--- src/logic/fault_mgr_pkg.sv ---
/*
 * fault_mgr_pkg: constants shared by the fault manager and its bench.
 * assumes a 100 MHz reference clock and a 32-bit classic Wishbone bus.
 */
package fault_mgr_pkg;

    // ========================================================
    // timing
    localparam int unsigned CLK_PERIOD_NS  = 10;
    localparam int unsigned ILIM_FILT_NS   = 1024000;
    localparam int unsigned WARN_FILT_NS   = 32000;
    localparam int unsigned PG_DELAY_NS    = 1000000;
    localparam int unsigned ILIM_CYCLES    = ILIM_FILT_NS / CLK_PERIOD_NS;
    localparam int unsigned WARN_CYCLES    = WARN_FILT_NS / CLK_PERIOD_NS;
    localparam int unsigned PG_CYCLES      = PG_DELAY_NS / CLK_PERIOD_NS;
    localparam int unsigned CNT_W          = 17;
    localparam int unsigned SYNC_DEPTH     = 3;

    // ========================================================
    // sensor and status bit positions
    localparam int unsigned NUM_SENSE      = 14;
    localparam int unsigned NUM_FLAGS      = 12;
    localparam int unsigned IN12_UNDERVOLT = 0;
    localparam int unsigned IN5_UNDERVOLT  = 1;
    localparam int unsigned IN12_OVERVOLT  = 2;
    localparam int unsigned IN5_OVERVOLT   = 3;
    localparam int unsigned SW12_OVERCUR   = 4;
    localparam int unsigned SW5_OVERCUR    = 5;
    localparam int unsigned LOWRAIL_UNDER  = 6;
    localparam int unsigned MIDRAIL_UNDER  = 7;
    localparam int unsigned LOWRAIL_OVERCUR = 8;
    localparam int unsigned MIDRAIL_OVERCUR = 9;
    localparam int unsigned SW5_THERM_WARN = 10;
    localparam int unsigned SW12_THERM_WARN = 11;
    localparam int unsigned LOWRAIL_BELOW70 = 12;
    localparam int unsigned MIDRAIL_BELOW70 = 13;

    // ========================================================
    // register map (byte addresses) and reset values
    localparam logic [3:0]  ADDR_STATUS    = 4'h0;
    localparam logic [3:0]  ADDR_MASK      = 4'h4;
    localparam logic [3:0]  ADDR_LIVE      = 4'h8;
    localparam logic [3:0]  ADDR_RAILS     = 4'hC;
    localparam logic [11:0] STATUS_RESET   = 12'h000;
    localparam logic [11:0] MASK_RESET     = 12'h000;

    // ========================================================
    // regulator operating modes
    localparam logic [1:0]  MODE_NORMAL    = 2'h0;
    localparam logic [1:0]  MODE_RECOVERY  = 2'h1;
    localparam logic [1:0]  MODE_HICCUP    = 2'h2;

endpackage

--- src/logic/fault_mgr.sv ---
/*
 * fault_mgr: fault handling of a two-switch, two-regulator power chip.
 * takes live comparator levels, keeps sticky status flags, drives
 * the active-low fault pin, the two power-good outputs, switch closes and
 * regulator modes. registers sit on a classic 32-bit Wishbone slave.
 * assumes comparator outputs are asynchronous levels, high while true.
 */
`timescale 1ns/1ps

// Notes on behaviour
// - 12V undervolt: flag, irq, open 12V switch
// - 5V undervolt: flag, irq, open 5V switch
// - 12V clamping: flag, irq, all stays on
// - 5V clamping: flag, irq, all stays on
// - 12V limit filtered 1.024ms: flag, irq
// - 5V limit filtered 1.024ms: flag, irq
// - low rail under 90%: flag, pgood low, recovery
// - mid rail under 90%: flag, pgood low, recovery
// - low rail short: flag, pgood low, hiccup
// - mid rail short: flag, pgood low, hiccup
// - rail limit filtered 32us: flag, irq
// - rail overcurrent never locks other flags
// - 5V thermal warning filtered 32us: flag, irq
// - 12V thermal warning filtered 32us: flag, irq
// - irq pin low until firmware clears all
// - pgood rises after 1ms quiet, falls instantly
module fault_mgr #(
    parameter int unsigned ILIM_CYCLES = fault_mgr_pkg::ILIM_CYCLES,
    parameter int unsigned PG_CYCLES   = fault_mgr_pkg::PG_CYCLES
) (
    // clock and reset
    input  wire logic                                 REF_CLK_I,
    input  wire logic                                 RESET_N_I,
    // comparator detections, asynchronous
    input  wire logic [fault_mgr_pkg::NUM_SENSE-1:0]  SENSE_I,
    // wishbone slave
    input  wire logic                                 WB_CYC_I,
    input  wire logic                                 WB_STB_I,
    input  wire logic                                 WB_WE_I,
    input  wire logic [3:0]                           WB_ADR_I,
    input  wire logic [3:0]                           WB_SEL_I,
    input  wire logic [31:0]                          WB_DAT_I,
    output logic      [31:0]                          WB_DAT_O,
    output logic                                      WB_ACK_O,
    // interrupts
    output logic                                      FAULT_IRQ_N_O,
    output logic                                      IRQ_O,
    // power good
    output logic                                      PGOOD_LOW_RAIL_O,
    output logic                                      PGOOD_MID_RAIL_O,
    // switches and regulators
    output logic                                      SW12_CLOSE_O,
    output logic                                      SW5_CLOSE_O,
    output logic                                      LOWRAIL_EN_O,
    output logic                                      MIDRAIL_EN_O,
    output logic      [1:0]                           LOWRAIL_MODE_O,
    output logic      [1:0]                           MIDRAIL_MODE_O
);

    // ========================================================
    // helpers

    // filtered detections and the length of their filter
    function automatic logic is_filtered(input int unsigned idx);
        is_filtered = (idx == fault_mgr_pkg::SW12_OVERCUR)
                   || (idx == fault_mgr_pkg::SW5_OVERCUR)
                   || (idx == fault_mgr_pkg::LOWRAIL_OVERCUR)
                   || (idx == fault_mgr_pkg::MIDRAIL_OVERCUR)
                   || (idx == fault_mgr_pkg::SW5_THERM_WARN)
                   || (idx == fault_mgr_pkg::SW12_THERM_WARN);
    endfunction

    function automatic logic [fault_mgr_pkg::CNT_W-1:0] filt_len(input int unsigned idx);
        if ((idx == fault_mgr_pkg::SW12_OVERCUR) || (idx == fault_mgr_pkg::SW5_OVERCUR))
        begin
            filt_len = fault_mgr_pkg::CNT_W'(ILIM_CYCLES);
        end
        else
        begin
            filt_len = fault_mgr_pkg::CNT_W'(fault_mgr_pkg::WARN_CYCLES);
        end
    endfunction

    // regulator mode from its undervolt and short levels
    function automatic logic [1:0] rail_mode(input logic under, input logic short_c);
        if (short_c)
        begin
            rail_mode = fault_mgr_pkg::MODE_HICCUP;
        end
        else if (under)
        begin
            rail_mode = fault_mgr_pkg::MODE_RECOVERY;
        end
        else
        begin
            rail_mode = fault_mgr_pkg::MODE_NORMAL;
        end
    endfunction

    // ========================================================
    // input synchronisers
    // a level moves only once stages two and three agree

    logic [fault_mgr_pkg::NUM_SENSE-1:0] sync1_r;
    logic [fault_mgr_pkg::NUM_SENSE-1:0] sync2_r;
    logic [fault_mgr_pkg::NUM_SENSE-1:0] sync3_r;
    logic [fault_mgr_pkg::NUM_SENSE-1:0] level_r;

    always_ff @(posedge REF_CLK_I or negedge RESET_N_I)
    begin
        if (!RESET_N_I)
        begin
            sync1_r <= '0;
            sync2_r <= '0;
            sync3_r <= '0;
            level_r <= '0;
        end
        else
        begin
            sync1_r <= SENSE_I;
            sync2_r <= sync1_r;
            sync3_r <= sync2_r;
            level_r <= (sync2_r & sync3_r) | (level_r & (sync2_r | sync3_r));
        end
    end

    // ========================================================
    // short detection: below 70% while the rail is in current limit

    logic low_short;
    logic mid_short;

    assign low_short = level_r[fault_mgr_pkg::LOWRAIL_BELOW70]
                     & level_r[fault_mgr_pkg::LOWRAIL_OVERCUR];
    assign mid_short = level_r[fault_mgr_pkg::MIDRAIL_BELOW70]
                     & level_r[fault_mgr_pkg::MIDRAIL_OVERCUR];

    // ========================================================
    // event qualification, one lane per flag

    logic [fault_mgr_pkg::NUM_FLAGS-1:0] event_c;

    genvar g;
    generate
        for (g = 0; g < fault_mgr_pkg::NUM_FLAGS; g = g + 1)
        begin : lane
            if (is_filtered(g))
            begin : filt
                // counter restarts on any drop, so a glitchy limit never qualifies
                logic [fault_mgr_pkg::CNT_W-1:0] cnt_r;
                always_ff @(posedge REF_CLK_I or negedge RESET_N_I)
                begin
                    if (!RESET_N_I)
                    begin
                        cnt_r <= '0;
                    end
                    else if (!level_r[g])
                    begin
                        cnt_r <= '0;
                    end
                    else if (cnt_r != filt_len(g))
                    begin
                        cnt_r <= cnt_r + 1'b1;
                    end
                end
                assign event_c[g] = level_r[g] && (cnt_r == filt_len(g));
            end
            else if (g == fault_mgr_pkg::LOWRAIL_UNDER)
            begin : lowuv
                assign event_c[g] = level_r[g] | low_short;
            end
            else if (g == fault_mgr_pkg::MIDRAIL_UNDER)
            begin : miduv
                assign event_c[g] = level_r[g] | mid_short;
            end
            else
            begin : direct
                assign event_c[g] = level_r[g];
            end
        end
    endgenerate

    // ========================================================
    // wishbone slave

    logic        bus_req;
    logic        wr_stb;
    logic [31:0] wr_mask;
    logic [31:0] rd_data;

    assign bus_req = WB_CYC_I & WB_STB_I & ~WB_ACK_O;
    assign wr_stb  = bus_req & WB_WE_I;
    assign wr_mask = {{8{WB_SEL_I[3]}}, {8{WB_SEL_I[2]}}, {8{WB_SEL_I[1]}}, {8{WB_SEL_I[0]}}};

    // one wait state: ack the cycle after the request is seen
    always_ff @(posedge REF_CLK_I or negedge RESET_N_I)
    begin
        if (!RESET_N_I)
        begin
            WB_ACK_O <= 1'b0;
            WB_DAT_O <= 32'h0000_0000;
        end
        else
        begin
            WB_ACK_O <= bus_req;
            WB_DAT_O <= bus_req && !WB_WE_I ? rd_data : 32'h0000_0000;
        end
    end

    // ========================================================
    // status and mask

    logic [fault_mgr_pkg::NUM_FLAGS-1:0] status_r;
    logic [fault_mgr_pkg::NUM_FLAGS-1:0] mask_r;
    logic [fault_mgr_pkg::NUM_FLAGS-1:0] clear_c;

    assign clear_c = (wr_stb && WB_ADR_I == fault_mgr_pkg::ADDR_STATUS)
                   ? (WB_DAT_I[fault_mgr_pkg::NUM_FLAGS-1:0]
                      & wr_mask[fault_mgr_pkg::NUM_FLAGS-1:0])
                   : '0;

    // no flag locks the register: rail overcurrent included, every
    // later fault still records; a set in the clearing cycle wins
    always_ff @(posedge REF_CLK_I or negedge RESET_N_I)
    begin
        if (!RESET_N_I)
        begin
            status_r <= fault_mgr_pkg::STATUS_RESET;
        end
        else
        begin
            status_r <= (status_r & ~clear_c) | event_c;
        end
    end

    always_ff @(posedge REF_CLK_I or negedge RESET_N_I)
    begin
        if (!RESET_N_I)
        begin
            mask_r <= fault_mgr_pkg::MASK_RESET;
        end
        else if (wr_stb && WB_ADR_I == fault_mgr_pkg::ADDR_MASK)
        begin
            mask_r <= (mask_r & ~wr_mask[fault_mgr_pkg::NUM_FLAGS-1:0])
                    | (WB_DAT_I[fault_mgr_pkg::NUM_FLAGS-1:0]
                       & wr_mask[fault_mgr_pkg::NUM_FLAGS-1:0]);
        end
    end

    // fault pin ignores the mask: firmware must clear every flag to release it
    always_ff @(posedge REF_CLK_I or negedge RESET_N_I)
    begin
        if (!RESET_N_I)
        begin
            FAULT_IRQ_N_O <= 1'b1;
            IRQ_O         <= 1'b0;
        end
        else
        begin
            FAULT_IRQ_N_O <= ~|((status_r & ~clear_c) | event_c);
            IRQ_O         <= |(((status_r & ~clear_c) | event_c) & mask_r);
        end
    end

    // ========================================================
    // read mux

    always_comb
    begin
        rd_data = 32'h0000_0000;
        case (WB_ADR_I)
            fault_mgr_pkg::ADDR_STATUS:
            begin
                rd_data[fault_mgr_pkg::NUM_FLAGS-1:0] = status_r;
            end
            fault_mgr_pkg::ADDR_MASK:
            begin
                rd_data[fault_mgr_pkg::NUM_FLAGS-1:0] = mask_r;
            end
            fault_mgr_pkg::ADDR_LIVE:
            begin
                rd_data[fault_mgr_pkg::NUM_SENSE-1:0] = level_r;
            end
            fault_mgr_pkg::ADDR_RAILS:
            begin
                rd_data[7:0] = {PGOOD_MID_RAIL_O, PGOOD_LOW_RAIL_O, MIDRAIL_MODE_O,
                                LOWRAIL_MODE_O, SW5_CLOSE_O, SW12_CLOSE_O};
            end
            default:
            begin
                rd_data = 32'h0000_0000;
            end
        endcase
    end

    // ========================================================
    // power good, one timer per rail

    logic [1:0] rail_low_c;
    logic [1:0] pgood_c;

    assign rail_low_c[0] = event_c[fault_mgr_pkg::LOWRAIL_UNDER];
    assign rail_low_c[1] = event_c[fault_mgr_pkg::MIDRAIL_UNDER];

    generate
        for (g = 0; g < 2; g = g + 1)
        begin : pg
            // timer restarts on every dip, so power good needs a full quiet window
            logic [fault_mgr_pkg::CNT_W-1:0] tmr_r;
            logic                            good_r;
            always_ff @(posedge REF_CLK_I or negedge RESET_N_I)
            begin
                if (!RESET_N_I)
                begin
                    tmr_r  <= '0;
                    good_r <= 1'b0;
                end
                else if (rail_low_c[g])
                begin
                    tmr_r  <= '0;
                    good_r <= 1'b0;
                end
                else if (tmr_r != fault_mgr_pkg::CNT_W'(PG_CYCLES))
                begin
                    tmr_r  <= tmr_r + 1'b1;
                end
                else
                begin
                    good_r <= 1'b1;
                end
            end
            assign pgood_c[g] = good_r;
        end
    endgenerate

    always_ff @(posedge REF_CLK_I or negedge RESET_N_I)
    begin
        if (!RESET_N_I)
        begin
            PGOOD_LOW_RAIL_O <= 1'b0;
            PGOOD_MID_RAIL_O <= 1'b0;
        end
        else
        begin
            PGOOD_LOW_RAIL_O <= pgood_c[0];
            PGOOD_MID_RAIL_O <= pgood_c[1];
        end
    end

    // ========================================================
    // switches and regulators
    // clamping, current limit and warnings never open a switch

    always_ff @(posedge REF_CLK_I or negedge RESET_N_I)
    begin
        if (!RESET_N_I)
        begin
            SW12_CLOSE_O <= 1'b0;
            SW5_CLOSE_O  <= 1'b0;
        end
        else
        begin
            SW12_CLOSE_O <= ~level_r[fault_mgr_pkg::IN12_UNDERVOLT];
            SW5_CLOSE_O  <= ~level_r[fault_mgr_pkg::IN5_UNDERVOLT];
        end
    end

    always_ff @(posedge REF_CLK_I or negedge RESET_N_I)
    begin
        if (!RESET_N_I)
        begin
            LOWRAIL_EN_O   <= 1'b0;
            MIDRAIL_EN_O   <= 1'b0;
            LOWRAIL_MODE_O <= fault_mgr_pkg::MODE_NORMAL;
            MIDRAIL_MODE_O <= fault_mgr_pkg::MODE_NORMAL;
        end
        else
        begin
            // regulators stay enabled through every fault handled here
            LOWRAIL_EN_O   <= 1'b1;
            MIDRAIL_EN_O   <= 1'b1;
            LOWRAIL_MODE_O <= rail_mode(level_r[fault_mgr_pkg::LOWRAIL_UNDER],
                                        low_short);
            MIDRAIL_MODE_O <= rail_mode(level_r[fault_mgr_pkg::MIDRAIL_UNDER],
                                        mid_short);
        end
    end

endmodule

--- config.mk ---
export PLATFORM = sky130hd
export DESIGN_NAME = fault_mgr
export DESIGN_NICKNAME = d
export VERILOG_FILES = /design/src/logic/fault_mgr_pkg.sv /design/src/logic/fault_mgr.sv
export SDC_FILE = /design/constraint.sdc
export NUM_CORES = 1
export LEC_CHECK = 0
export BUFFER_PORTS_ARGS = -buffer_cell sky130_fd_sc_hd__buf_2
export CORE_AREA = 2 2 144 146
export DETAILED_ROUTE_END_ITERATION = 8
export DIE_AREA = 0 0 146 148
export PLACE_DENSITY = 0.75
export SYNTH_ARGS = -nofsm -noshare
export SYNTH_HDL_FRONTEND = slang
export SYNTH_SLANG_ARGS = --single-unit
--- constraint.sdc ---
create_clock -name REF_CLK_I -period 2.1 [get_ports REF_CLK_I]
set_input_delay 0.21 -clock REF_CLK_I [delete_from_list [all_inputs] [get_ports REF_CLK_I]]
set_output_delay 0.21 -clock REF_CLK_I [all_outputs]
set_load 0.02 [all_outputs]
==> parameters.txt, run 1 <==
Parameter                              Value

STA
  Final hold violation count ... 0
  Unrepaired setup endpoints after global routing ... no
  Highest Clock Rate ... 0.491 GHz
  Measured slew at the worst slew-check pin ... 0.544 ns
  Final setup violating endpoints ... 0
  Final Hold Slack ... 0.177 ns
  Minimum setup slack in the final design ... 0.0617 ns
  Post-Route Setup TNS ... 0 ns
  Worst setup skew after layout ... 0.0267 ns
  Final clock period utilization by the worst path ... 97.1%
  Headroom to the max-slew limit ... 63.7%
  Tmin final ... 2.04 ns
  Number of max-slew violations in the final report ... 0

Route
  Vias ... 7,498
  Routed length per instance ... 15.7 um
  Number of iterations in the first detailed-routing pass ... 5
  Total detailed-routing wirelength ... 22,000 um
  Iteration-0 DRC count of the detailed router ... 404
  Number of vias per cell ... 5.35
  DRC errors left ... 0
  Remaining antenna violation count ... 0

Cells and area
  Most common cell after layout, fill and taps aside ... dfrtp_1
  Most frequent cells in the layout ... dfrtp_1, nor2_1, nand3_1
  Fraction of final layout cells sized beyond drive strength 1 ... 16.0%
  Final non-filler cell area ... 12,900 um2
  Net count, final ... 1,187
  Area Growth Syn to Fin ... 18.8%
  Core Util, Final ... 64.2%
  Number of fill cells ... 1,642
  Final Non-Filler Cells ... 1,402
  Antenna Cells ... 0

Clock tree
  Clock sinks ... 244
  CTS root buffer ... clkbuf_16
  Maximum number of buffers from clock root to sink ... 3
  TritonCTS buffer count ... 26
  Clock tree from TritonCTS ... built
  Clock latency of the later-clocked register in the worst-skew pair ... 0.54 ns
  Clock transition at the registers of the reported paths ... 0.06 ns
  CTS HTree Levels ... 1

Synthesis
  Asr flop ratio synth ... 100%
  Parity-gate share of the synthesized area counting xor and xnor cells ... 8.64%
  Number of flops mapped to enable cells by yosys ... 0
  Proportion of netlist area held by the largest area contributor ... 56.1%
  Largest cells by area after synthesis ... dfrtp_1, xor2_1, nor2_1, xnor2_1, nand3_1
  Sequential cell area fraction in the yosys report ... 56.3%
  Area fraction in compound gates after synthesis ... 3.62%
  Area share of fa/ha/maj cells after synthesis ... 3.14%
  Most common flop cell mapped by yosys ... dfrtp_1
  Multiplexer share of the synthesized area ... 3.74%
  Synth Cell Area ... 10,800 um2
  Count of yosys warnings during synthesis ... 0
  Post-synthesis area per instance ... 11.1 um2
  Post-synthesis cell type with the largest combined area ... dfrtp_1
  Synth Area in Simple Gates ... 21.1%
  Post-synthesis instance total ... 980
  Number of storage elements in the synthesis netlist ... 244
  Number of distinct library cells after synthesis ... 64
  Largest family of logic cells by synthesized area ... simple AND/OR/NAND/NOR gates

Place
  Number of placed instances, taps included ... 1,326
  Pre-CTS setup slack ... -0.0607 ns
  Routability Congestion ... 0.823
  Instance area at placement ... 11,600 um2
  Post-DP HPWL ... 14,900 um
  Number of port buffers ... 63

Floorplan
  Die outline area ... 21,600 um2
  Die outline height ... 148 um
  Std cell rows ... 52
  Starting Density ... 54.1%
  Die Wd ... 146 um
  Area of the core ... 20,000 um2
  Top Ports ... 104

Global route
  Antenna violations before repair ... 0
  Largest net degree at the start of global routing ... 47
  Global-route wire length before repair ... 37,200 um
  Total overflow reported by the global router ... 0
  Via count of the first global-routing pass ... 7,497
  Global-route total usage across every layer ... 20.9%

Flow run
  Max Cap Viol ... 0

Power and ir drop
  Static leakage ... 5.83 nW
  Power per cell area ... 845 nW/um2
  Power, Total ... 10.9 mW
  IR Drop Worst-Case VDD ... 0.650 mV

Critical path
  Kind of critical path ... flip-flop to flip-flop
  Arrival time reported for the critical path endpoint ... 2.42 ns
  Max stage delay on crit path ... 0.49 ns
  Crit Path Max Fanout ... 5
  Slowest-stage cell, CP ... a222oi_1
  Cells traversed along the worst timing path ... and3b_1 -> and4b_2 -> nand2_1 -> a21o_1 -> a222oi_1 -> nand3_1
  Worst setup EP type ... flip-flop
  Kind of start point of the critical path ... flip-flop
  Data required time at the worst endpoint ... 2.48 ns

Hold path
  Type of the worst min-delay path ... primary input to asynchronous set/reset pin

Run status
  Outcome ... finished, final reports clean
==> kinds of logic after synthesis <==
logic type / Yosys count
and+or+nand+nor: 431
xor gates and xnor gates: 107
buffers and inverters: 72
AOI/OAI and AO/OA: 65
DFF: 244
adders and majority gates: 30
other: 2
muxes: 29
==> sequential cells by signal, indices dropped and copies added, names as in the netlist, 2 cells and up, named ones only <==
name	flops
LOWRAIL_MODE_O	2
MIDRAIL_MODE_O	2
WB_DAT_O	14
lane.filt.cnt_r	102
level_r	14
pg.good_r	2
pg.tmr_r	34
status_r	12
sync1_r	14
sync2_r	14
sync3_r	14
==> cells in the mapped netlist (3+ instances only) <==
master and n:
dfrtp_1 243, nor2_1 119, nand3_1 65, xor2_1 61, nand2_1 59, xnor2_1 46
inv_1 32, and2_1 30, and3_1 30, a21oi_1 24, nand4_1 24, buf_4 21
nor3_1 17, ha_1 16, o21ai_0 16, maj3_1 14, nor2b_1 13, mux2_2 12
or3_1 11, clkbuf_1 10, nor4b_1 10, mux2i_1 9, nor4_1 9, mux4_2 8
and4_1 7, buf_1 5, nor4bb_1 5, or2_2 5, a21boi_0 4, a21o_1 4
a31oi_1 4, nand2b_1 4, or4_1 4, nand3b_1 3
==> power by group <==
part	leakage (nW)	switching [mW]	total, mW	internal [mW]
logic	2.19	0.478	0.827	0.349
clock network	0.463	1.87	4.99	3.12
registers	3.18	0.173	5.06	4.88
==> per-layer routing <==
layer  global-route usage (%)  share of wire [%]  routed length, um  vias to the layer above
met2                     32.7                 46              10200                      169
met5                        0                  0                  0                        -
met3                     3.09                4.1                909                       40
met1                     30.9                 47              10400                     3699
li1                         -                  -                  -                     3590
met4                     5.78                2.4                538                        0
==> area by class of cell <==
cell class | count | area [um2] | share of cell area, %
timing repair buffer | 126 | 903 | 7.02
clock buffer | 34 | 711 | 5.52
sequential | 244 | 6110 | 47.4
inverter | 33 | 124 | 0.962
multi-input combinational | 681 | 4460 | 34.6
tap | 270 | 338 | 2.62
clock inverter | 14 | 234 | 1.82
==> worst max-delay path: cells and delay by family, from the launching register on <==
family,cells,cell delay [ns]
and+or+nand+nor,4,0.80
DFF,1,0.39
AOI/OAI and AO/OA,2,0.69
==> repair_timing <==
item                                    in CTS  in global routing
gates resized for setup                      0                  5
hold buffers                                27                  0
endpoints found under the setup margin       0                 11
setup buffers                                0                  1
hold endpoints to repair                   197                  0
==> final timing paths <==
kind	start	end	slack [ns]	cells after the start
max	WB_ACK_O	IRQ_O	0.06	6
min	RESET_N_I	lane[9].filt.cnt_r[0]	0.18	2
max reg2reg	WB_ACK_O	IRQ_O	0.06	6
min reg2reg	sync1_r[10]	sync2_r[10]	0.35	0
max in group asynchronous	RESET_N_I	lane[10].filt.cnt_r[4]	1.22	3
min in group REF_CLK_I	WB_WE_I	WB_DAT_O[6]	0.18	4
Power figures use the tool's default switching activity.
==> run 2, diff against run 1 <==
RECOVER_POWER = 50   (was not set)
==> run 2 against run 1 <==
  * Worst hold slack gained 0.0045 ns
  * Sequential share of layout area rose by 0.055 points
  * Clock power is essentially flat
  * Utilization shrank 0.075 points
  * Largest power group unchanged
  * Largest cell class unchanged
  * Design area shrank 0.12%
  * Total power is essentially flat
  * Clock-buffer cell count unchanged
  * Non-clock buffer count unchanged
  * Register-to-register slack improved by 0.02 ns
  * Sequential power is essentially flat
  * Combinational power fell by 0.5%
  * Setup slack gained 0.019 ns
==> parameters.txt, run 2 (synthesis results as in run 1) <==
Parameter                              Value

Clock tree
  Clock sinks ... 244
  CTS root buffer ... clkbuf_16
  Clock tree from TritonCTS ... built
  TritonCTS buffer count ... 26
  CTS HTree Levels ... 1
  Maximum number of buffers from clock root to sink ... 3
  Clock latency of the later-clocked register in the worst-skew pair ... 0.54 ns
  Clock transition at the registers of the reported paths ... 0.06 ns

Cells and area
  Most frequent cells in the layout ... dfrtp_1, nor2_1, nand3_1
  Area Growth Syn to Fin ... 18.6%
  Net count, final ... 1,187
  Core Util, Final ... 64.2%
  Sequential cell area ... 6110 um2
  Multi-input gate area in the final layout ... 4460 um2
  Final Non-Filler Cells ... 1,402
  Largest registers ranked by flip-flop count ... lane.filt.cnt_r x102, pg.tmr_r x34
  Register ranked first by flip-flop count ... lane.filt.cnt_r
  Number of fill cells ... 1,643
  Max FFs per register ... 102
  Antenna Cells ... 0
  Most common cell after layout, fill and taps aside ... dfrtp_1
  Fraction of final layout cells sized beyond drive strength 1 ... 16.0%

STA
  Highest Clock Rate ... 0.495 GHz
  Final clock period utilization by the worst path ... 96.1%
  Number of max-slew violations in the final report ... 0
  Final hold violation count ... 0
  Unrepaired setup endpoints after global routing ... no
  Measured slew at the worst slew-check pin ... 1.26 ns
  Final setup violating endpoints ... 0
  Minimum setup slack in the final design ... 0.0812 ns
  Headroom to the max-slew limit ... 16.2%
  Worst setup skew after layout ... 0.0270 ns
  Tmin final ... 2.02 ns

Global route
  Via count of the first global-routing pass ... 7,497
  Antenna violations before repair ... 0
  Global-route wire length before repair ... 37,200 um
  Largest net degree at the start of global routing ... 47
  Global-route total usage across every layer ... 20.9%
  Total overflow reported by the global router ... 0

Critical path
  Kind of start point of the critical path ... flip-flop
  Cells traversed along the worst timing path ... and3b_1 -> and4b_2 -> nand2_1 -> a21o_1 -> a222oi_1 -> nand3_1
  Max stage delay on crit path ... 0.48 ns
  Arrival time reported for the critical path endpoint ... 2.40 ns
  Data required time at the worst endpoint ... 2.48 ns
  Worst setup EP type ... flip-flop
  Crit Path Max Fanout ... 5
  Kind of critical path ... flip-flop to flip-flop
  Slowest-stage cell, CP ... a222oi_1

Floorplan
  Top Ports ... 104
  Die outline area ... 21,600 um2
  Die Wd ... 146 um
  Die outline height ... 148 um
  Starting Density ... 54.1%
  Area of the core ... 20,000 um2
  Std cell rows ... 52

Hold path
  Type of the worst min-delay path ... primary input to flip-flop

Place
  Routability Congestion ... 0.823
  Post-DP HPWL ... 14,900 um
  Number of placed instances, taps included ... 1,326
  Number of port buffers ... 63
  Pre-CTS setup slack ... -0.0607 ns

Route
  Highest signal layer in the routed design ... met4
  Iteration-0 DRC count of the detailed router ... 415
  Met2 wire length ... 10,200 um
  Vias ... 7,482
  Length of routed wiring on met1 ... 10,300 um
  DRC errors left ... 0
  Routed length on met3 ... 911 um
  Number of iterations in the first detailed-routing pass ... 4
  Remaining antenna violation count ... 0
  Routed length per instance ... 15.7 um
  Total detailed-routing wirelength ... 22,000 um
  Number of vias per cell ... 5.34

Power and ir drop
  IR Drop Worst-Case VDD ... 0.650 mV
  Static leakage ... 5.83 nW
  Power per cell area ... 845 nW/um2

Flow run
  Max Cap Viol ... 0

Run status
  Outcome ... finished, final reports clean
-- run 2: changes by cell type in the layout (fill, tap and decap cells not counted), sizes merged --
cell / change
clkbuf: +2
buf: -2
-- run 2: final timing paths --
check / from / to / slack [ns] / depth (start not counted)
setup / recovery: WB_ACK_O / IRQ_O / 0.08 / 6
hold / removal: WB_WE_I / WB_DAT_O[6] / 0.18 / 4
setup reg to reg: WB_ACK_O / IRQ_O / 0.08 / 6
hold reg to reg: sync1_r[10] / sync2_r[10] / 0.35 / 0
max in group asynchronous: RESET_N_I / sync3_r[13] / 0.42 / 3
min in group asynchronous: RESET_N_I / lane[5].filt.cnt_r[13] / 0.50 / 2
-- run 2: routing by layer --
metal  track usage (%)  up-vias
met1              30.9     3685
met5                 0        -
met4              5.78        0
li1                  -     3593
met3              3.09       40
met2              32.7      164
-- run 2: critical path, delay by kind of cell, from the launching register on --
family,cells,cell delay (ns)
DFF,1,0.39
and+or+nand+nor,4,0.79
AOI/OAI and AO/OA,2,0.68
-- run 2: timing repair --
action,4_1_cts,5_1_grt
endpoints found under the setup margin,0,11
resized for setup,0,5
hold endpoints to repair,197,0
hold buffers,27,0
buffers inserted,0,1
-- run 2: power breakdown --
part | internal, mW | switching [mW] | leakage [nW] | total [mW]
Clock | 3.12 | 1.86 | 0.463 | 4.99
Sequential | 4.88 | 0.172 | 3.18 | 5.06
Combinational | 0.346 | 0.477 | 2.18 | 0.823
-- run 2: final cells by class --
| class | instances | area share, % |
|---|---|---|
| Clock buffer | 34 | 5.53 |
| Clock inverter | 14 | 1.82 |
| Inverter | 33 | 0.963 |
| Multi-Input combinational cell | 681 | 34.7 |
| Sequential cell | 244 | 47.5 |
| Tap cell | 270 | 2.63 |
| Timing Repair Buffer | 126 | 6.91 |
-- run 2: per-stage QoR --
stage,hold slack [ns],instance area [um2],TNS [ns],power [mW]
floorplan,-0.0856,10900,0,5.59
global placement,0.139,11600,0,5.90
detailed placement,0.142,11600,-0.0607,5.93
CTS,0.165,12800,0,11.0
global route,0.201,12900,0,11.2
finish,0.181,12900,0,10.9
